[config.mk]
export PLATFORM = sky130hd
export DESIGN_NAME = touch_i2c_slave
export DESIGN_NICKNAME = d
export VERILOG_FILES = /design/src/hdl/touch_i2c_slave.v /design/src/hdl/word_skid_buf.v
export VERILOG_INCLUDE_DIRS = /design/src /design/src/hdl
export SDC_FILE = /design/constraint.sdc
export NUM_CORES = 1
export LEC_CHECK = 0
export BUFFER_PORTS_ARGS = -buffer_cell sky130_fd_sc_hd__buf_2
export CAP_MARGIN = 20
export CORE_MARGIN = 4
export CORE_UTILIZATION = 64
export CTS_CLUSTER_SIZE = 28
export DETAILED_ROUTE_END_ITERATION = 7
export PLACE_DENSITY = 0.89
export SETUP_SLACK_MARGIN = 0.05
export SLEW_MARGIN = 20
export SYNTH_ARGS = -nofsm -noshare
export SYNTH_HDL_FRONTEND = slang
export SYNTH_SLANG_ARGS = --single-unit
[constraint.sdc]
create_clock -name sys_clk -period 5.9 [get_ports sys_clk]
set_input_delay 0.59 -clock sys_clk [delete_from_list [all_inputs] [get_ports sys_clk]]
set_output_delay 0.59 -clock sys_clk [all_outputs]
set_load 0.02 [all_outputs]
[src/hdl/touch_port_regs.vh]
// constants for the touch controller two-wire slave port
`ifndef TOUCH_PORT_REGS_VH
`define TOUCH_PORT_REGS_VH

`define BUS_ADDR        7'h2C
`define DIR_READ        1'h1
`define PTR_W           10
`define PTR_RESET       10'h000
`define PTR_MAX         10'h3FF
`define BITS_PER_BYTE   4'h8
`define ACK_BIT_IDX     4'h8
`define ADDR_HI_BITS    2
`define ADDR_HI_BYTE    3'h0
`define ADDR_LO_BYTE    3'h1
`define DATA_HI_BYTE    3'h2
`define DATA_LO_BYTE    3'h3
`define DATA_NEXT_HI    3'h4

`endif

[src/hdl/touch_i2c_slave.v]
// two-wire slave port giving a bus master access to 16-bit registers
`timescale 1ns/1ps
`include "touch_port_regs.vh"

module touch_i2c_slave (
	input  wire        sys_clk,
	input  wire        rst,
	input  wire        scl_in,
	input  wire        sda_in,
	output reg         sda_out,
	output reg         sda_oe_n,
	output reg  [9:0]  wr_addr,
	output reg  [15:0] wr_data,
	output reg         wr_valid,
	input  wire        wr_ready,
	output reg  [9:0]  rd_addr,
	input  wire [15:0] rd_data,
	output reg         busy
);
	localparam ST_IDLE = 5'h01;
	localparam ST_ADDR = 5'h02;
	localparam ST_WRX  = 5'h04;
	localparam ST_RDX  = 5'h08;
	localparam ST_ACK  = 5'h10;

	reg        scl_m_r;
	reg        scl_s_r;
	reg        scl_d_r;
	reg        sda_m_r;
	reg        sda_s_r;
	reg        sda_d_r;
	reg [4:0]  st_r;
	reg [3:0]  bit_r;
	reg [7:0]  sh_r;
	reg [2:0]  byte_r;
	reg [9:0]  ptr_r;
	reg [7:0]  hi_r;
	reg        rd_mode_r;
	reg        rd_lo_r;
	reg        ack_drv_r;
	reg        nack_r;
	reg [7:0]  tx_r;

	wire scl_rise = scl_s_r & ~scl_d_r;
	wire scl_fall = ~scl_s_r & scl_d_r;
	wire start_ev = scl_s_r & scl_d_r & sda_d_r & ~sda_s_r;
	wire stop_ev  = scl_s_r & scl_d_r & ~sda_d_r & sda_s_r;

	wire [9:0] ptr_inc = (ptr_r == `PTR_MAX) ? ptr_r : ptr_r + 10'h001;

	// buffered write path so a busy register file stalls nothing on the wire
	reg         bi_valid_r;
	reg  [25:0] bi_data_r;
	wire        bi_ready;
	wire [25:0] bo_data;
	wire        bo_valid;

	word_skid_buf #(.W(26)) u_buf (
		.clk       (sys_clk),
		.rst       (rst),
		.in_data   (bi_data_r),
		.in_valid  (bi_valid_r),
		.in_ready  (bi_ready),
		.out_data  (bo_data),
		.out_valid (bo_valid),
		.out_ready (wr_ready | ~wr_valid)
	);

	////////////////////////////////////////////////////////////////////////
	// pin synchronisers: first stage read only by the second
	always @(posedge sys_clk or posedge rst) begin
		if (rst) begin
			scl_m_r <= 1'h1;
			scl_s_r <= 1'h1;
			scl_d_r <= 1'h1;
			sda_m_r <= 1'h1;
			sda_s_r <= 1'h1;
			sda_d_r <= 1'h1;
		end else begin
			scl_m_r <= scl_in;
			scl_s_r <= scl_m_r;
			scl_d_r <= scl_s_r;
			sda_m_r <= sda_in;
			sda_s_r <= sda_m_r;
			sda_d_r <= sda_s_r;
		end
	end

	////////////////////////////////////////////////////////////////////////
	// write output register, fed from the buffer
	always @(posedge sys_clk or posedge rst) begin
		if (rst) begin
			wr_valid <= 1'h0;
			wr_addr  <= `PTR_RESET;
			wr_data  <= 16'h0000;
		end else if (wr_ready | ~wr_valid) begin
			wr_valid <= bo_valid;
			if (bo_valid) begin
				wr_addr <= bo_data[25:16];
				wr_data <= bo_data[15:0];
			end
		end
	end

	////////////////////////////////////////////////////////////////////////
	// protocol engine
	always @(posedge sys_clk or posedge rst) begin
		if (rst) begin
			st_r       <= ST_IDLE;
			bit_r      <= 4'h0;
			sh_r       <= 8'h00;
			byte_r     <= 3'h0;
			ptr_r      <= `PTR_RESET;
			hi_r       <= 8'h00;
			rd_mode_r  <= 1'h0;
			rd_lo_r    <= 1'h0;
			ack_drv_r  <= 1'h0;
			nack_r     <= 1'h0;
			tx_r       <= 8'h00;
			sda_out    <= 1'h1;
			sda_oe_n   <= 1'h1;
			bi_valid_r <= 1'h0;
			bi_data_r  <= 26'h0000000;
			rd_addr    <= `PTR_RESET;
			busy       <= 1'h0;
		end else begin
			if (bi_valid_r & bi_ready)
				bi_valid_r <= 1'h0;
			rd_addr <= ptr_r;
			busy    <= (st_r != ST_IDLE);
			if (stop_ev) begin
				st_r     <= ST_IDLE;
				ptr_r    <= `PTR_RESET;
				sda_oe_n <= 1'h1;
				sda_out  <= 1'h1;
			end else if (start_ev) begin
				// restart keeps the pointer loaded by the address write
				st_r     <= ST_ADDR;
				bit_r    <= 4'h0;
				byte_r   <= 3'h0;
				sda_oe_n <= 1'h1;
			end else begin
				case (st_r)
				ST_IDLE: begin
					sda_oe_n <= 1'h1;
				end
				ST_ADDR, ST_WRX: begin
					if (scl_rise) begin
						sh_r  <= {sh_r[6:0], sda_s_r};
						bit_r <= bit_r + 4'h1;
					end
					if (scl_fall && bit_r == `BITS_PER_BYTE) begin
						if (st_r == ST_ADDR) begin
							if (sh_r[7:1] == `BUS_ADDR) begin
								sda_oe_n  <= 1'h0;
								sda_out   <= 1'h0;
								ack_drv_r <= 1'h1;
								rd_mode_r <= (sh_r[0] == `DIR_READ);
								rd_lo_r   <= 1'h0;
							end else begin
								st_r <= ST_IDLE;
							end
						end else begin
							sda_oe_n  <= 1'h0;
							sda_out   <= 1'h0;
							ack_drv_r <= 1'h0;
							case (byte_r)
							`ADDR_HI_BYTE:
								ptr_r[9:8] <= sh_r[1:0];
							`ADDR_LO_BYTE:
								ptr_r[7:0] <= sh_r;
							`DATA_HI_BYTE:
								hi_r <= sh_r;
							default: begin
								if (byte_r[0]) begin
									bi_data_r  <= {ptr_r, hi_r, sh_r};
									bi_valid_r <= 1'h1;
									ptr_r      <= ptr_inc;
								end else begin
									hi_r <= sh_r;
								end
							end
							endcase
							if (byte_r != `DATA_NEXT_HI)
								byte_r <= byte_r + 3'h1;
							else
								byte_r <= `DATA_HI_BYTE + 3'h1;
						end
						if (st_r == ST_WRX || sh_r[7:1] == `BUS_ADDR) begin
							st_r  <= ST_ACK;
							bit_r <= 4'h0;
						end
					end
				end
				ST_ACK: begin
					// ack held across one full clock high; at its fall released for a write, or replaced by the first data bit for a read
					if (scl_fall) begin
						bit_r <= 4'h0;
						if (rd_mode_r) begin
							st_r     <= ST_RDX;
							tx_r     <= rd_lo_r ? rd_data[7:0] : rd_data[15:8];
							sda_out  <= rd_lo_r ? rd_data[7] : rd_data[15];
							sda_oe_n <= 1'h0;
						end else begin
							st_r     <= ST_WRX;
							sda_oe_n <= 1'h1;
						end
						if (ack_drv_r)
							byte_r <= `ADDR_HI_BYTE;
					end
				end
				ST_RDX: begin
					if (scl_rise) begin
						bit_r <= bit_r + 4'h1;
						if (bit_r == `ACK_BIT_IDX)
							nack_r <= sda_s_r;
					end
					if (scl_fall) begin
						if (bit_r < `BITS_PER_BYTE) begin
							sda_out <= tx_r[7 - bit_r[2:0]];
						end else if (bit_r == `BITS_PER_BYTE) begin
							sda_oe_n <= 1'h1; // master's ack slot
						end else if (nack_r) begin
							st_r     <= ST_IDLE;
							sda_oe_n <= 1'h1;
						end else begin
							// the count restarts at zero so bit 6 follows bit 7 as in the first byte
							bit_r   <= 4'h0;
							rd_lo_r <= ~rd_lo_r;
							if (rd_lo_r) begin
								tx_r     <= rd_data[15:8];
								sda_out  <= rd_data[15];
							end else begin
								// step as the low byte is loaded: the read data lags the pointer a cycle,
								// so the next high byte must be looked up well before it is sent
								ptr_r    <= ptr_inc;
								tx_r     <= rd_data[7:0];
								sda_out  <= rd_data[7];
							end
							sda_oe_n <= 1'h0;
						end
					end
				end
				default: st_r <= ST_IDLE;
				endcase
			end
		end
	end
endmodule

[src/hdl/word_skid_buf.v]
// two-entry valid/ready buffer for register words
`timescale 1ns/1ps
module word_skid_buf #(
	parameter W = 26
) (
	input  wire         clk,
	input  wire         rst,
	input  wire [W-1:0] in_data,
	input  wire         in_valid,
	output wire         in_ready,
	output wire [W-1:0] out_data,
	output wire         out_valid,
	input  wire         out_ready
);
	reg [W-1:0] mem_r [0:1];
	reg         wp_r;
	reg         rp_r;
	reg [1:0]   cnt_r;

	wire push = in_valid & in_ready;
	wire pop  = out_valid & out_ready;

	assign in_ready  = (cnt_r != 2'h2);
	assign out_valid = (cnt_r != 2'h0);
	assign out_data  = mem_r[rp_r];

	always @(posedge clk or posedge rst) begin
		if (rst) begin
			wp_r  <= 1'h0;
			rp_r  <= 1'h0;
			cnt_r <= 2'h0;
		end else begin
			if (push)
				wp_r <= ~wp_r;
			if (pop)
				rp_r <= ~rp_r;
			cnt_r <= cnt_r + {1'h0, push} - {1'h0, pop};
		end
	end

	always @(posedge clk) begin
		if (push)
			mem_r[wp_r] <= in_data;
	end
endmodule

==> results.md <==
* Status: complete, no violations
* Max frequency at 406 MHz
* CTS root buffer: clkbuf_16
* Top_reg_cell synth: dfrtp_1
* Initial cell density of the core at 0.651
* Post-route cell area at 0.00878 mm2
* Clock slew seen by the registers of the worst setup and hold paths at 0.07 ns
* MaxCap Viol Count at 0
* Critical Path Slowest Stage Cell: nor2_4
* CP top delay family: simple AND/OR/NAND/NOR gates
* Vias at 5,080
* Synth area leaders: dfrtp_1 38%, edfxtp_1 20%, mux2i_1 5.6%
* DP Wirelength at 10.6 mm
* DR WL/cell at 18.6 um
* Clk sink count at 179
* CTS Buffer Depth at 2
* Fin util at 0.731
* Routability cong. at 0.910
* Resized cells post-CTS at 0
* Sequential share of the synthesized area at 0.607
* Post-CTS setup buffer count at 0
* Die width at 119 um
* Asr flop ratio synth at 0.709
* Max-slew violation count at 0
* Setup TNS at 0 ns
* Leak at 3.75 nW
* Routed Wire Length at 15.6 mm
* Critical path cell sequence: inv_1 -> ha_1 -> nor3_1 -> o21ai_0 -> nor2_4 -> mux2_2
* Mapped Cells at 619
* Gr usage total at 0.233
* CTS tree: done
* Ys Warns at 0
* Die Y at 119 um
* Nets at 708
* Critical Path Max Stage Delay at 0.63 ns
* Syn Nets at 649
* Mapped cell area at 0.00782 mm2
* Vias per cell at 6.06
* Share of the synthesized area in the top cell type at 0.378
* Pwr Total at 2.74 mW
* Critical path class: register to register
* Die area at 0.0141 mm2
* Synth cell count leaders: 118 x dfrtp_1, 60 x nor2_1, 58 x a21oi_1
* Measured slew at the worst slew-check pin at 0.865 ns
* Gr ovfl total at 0
* Post-synthesis cell type count at 69
* Unrepaired setup endpoints after global routing: no
* Final Critical Period at 2.47 ns
* Boundary Pins at 61
* TritonRoute pass-1 iters at 5
* Largest area contributor in the netlist: dfrtp_1
* Initial antenna violation count at 0
* Final hold violation count at 0
* PortBufs at 60
* PwrDens at 312 mW/mm2
* #FFs+latches synth at 179
* # setup viols final at 0
* CTS buffer count at 17
* Share of cells above drive strength 1 at 0.258
* Top-count cell post-synth: dfrtp_1
* Core Box Area at 0.0120 mm2
* Worst Path Arrival at 2.77 ns
* WP data required at 6.21 ns
* EDFF count, synth at 52
* Largest net degree at the start of global routing at 87
* Worst Setup End Kind: register
* DRT iter0 DRCs at 374
* Clk_lat worst skew at 0.43 ns
* N_diodes at 0
* Period Utilization, post-route at 0.418
* Hold_buf cts at 0
* CP Max Fanout at 27
* ANT nets after route at 0
* Hold Path Class: input pin to register
* DRC Markers at 0
* Via count of the first global-routing pass at 5,100
* Post-place instance area at 0.00821 mm2
* CP bufs+invs at 1
* Row Count at 40
* Crit start category: register
* VDD IR max at 0.000215 V
* CTS H-tree lvls at 4
* Avg Cell Area, Syn at 12.6 um2
* Global-route wire length before repair at 26.0 mm
* Clock skew at 0.00725 ns
* Area delta synth->final at 12.2%
* Slew margin rel. at 0.421
-- metal layers --
metal	share of wire	wire, um	vias to the layer above	GRT usage
met1	0.42	6630	2510	0.302
met5	0	0	-	0
met2	0.50	7780	169	0.386
met4	0.028	442	0	0.0891
li1	-	-	2361	-
met3	0.049	764	40	0.0536
-- placed cells by master, fill, tap and decap left out, types with 5 or more instances in the layout --
cell type / netlist / final
dfrtp_1: 118 / 118
buf_2: 5 / 60
nor2_1: 60 / 59
a21oi_1: 58 / 57
edfxtp_1: 52 / 52
mux2i_1: 44 / 44
mux2_2: 39 / 39
nand2_1: 32 / 32
o21ai_0: 26 / 26
clkbuf_16: 0 / 17
nor3_1: 13 / 13
inv_1: 12 / 11
nand3_1: 10 / 10
mux2_4: 9 / 9
ha_1: 9 / 9
dfstp_2: 9 / 9
nand2b_1: 7 / 7
nor2b_1: 7 / 7
xnor2_1: 5 / 5
a21o_1: 5 / 5
nand4_1: 5 / 5
xor2_1: 5 / 5
buf_4: 4 / 5
-- sequential cells by signal (all words and copies together), names as in the netlist, 2 cells and up --
name	flops
u_buf.cnt_r	2
bit_r	4
wr_addr	10
hi_r	8
bi_data_r	26
st_r	5
tx_r	8
u_buf.mem_r	52
rd_addr	10
byte_r	3
wr_data	16
ptr_r	10
sh_r	8
-- worst paths after layout --
check | start | slack, ns | endpoint | cells after the start
max | byte_r[0] | 3.43 | bi_data_r[3] | 6
max in group asynchronous | rst | 4.53 | wr_data[1] | 3
min in group asynchronous | rst | 0.27 | st_r[3] | 2
min reg2reg | scl_m_r | 0.36 | scl_s_r | 0
min | scl_in | 0.26 | scl_m_r | 1
max reg2reg | byte_r[0] | 3.43 | bi_data_r[3] | 6
-- cells by family (layout without fill, tap and decap cells) --
family	after synthesis	after routing	share of synthesized area
flops	179	179	0.607
simple gates	167	167	0.110
compound gates	124	124	0.0998
mux	92	92	0.130
buf+inv	37	109	0.0253
xor+xnor	11	11	0.0133
fa+ha+maj	9	9	0.0144
-- report_power, final --
part / internal [mW] / leakage [nW] / switching, mW
clock network: 0.600 / 0.274 / 0.477
logic: 0.111 / 1.58 / 0.177
registers: 1.32 / 1.90 / 0.0552
-- area by class of cell --
type	count	area [um2]
fillers	778	3230
clock buffers	19	443
well taps	147	184
flip-flops and latches	179	4750
repair buffers	65	338
multi-input cells	403	2890
clock inverters	13	125
inverters	12	50.0
-- metrics by stage --
step	std cells	worst slack (ns)	hold slack [ns]
after floorplan	619	1.94	0.345
after global placement	806	3.59	0.346
after detailed placement	806	3.42	0.348
after CTS	838	3.39	0.245
after global routing	838	3.25	0.246
final	838	3.43	0.255
Note: power is estimated with default switching activity, not from simulation.
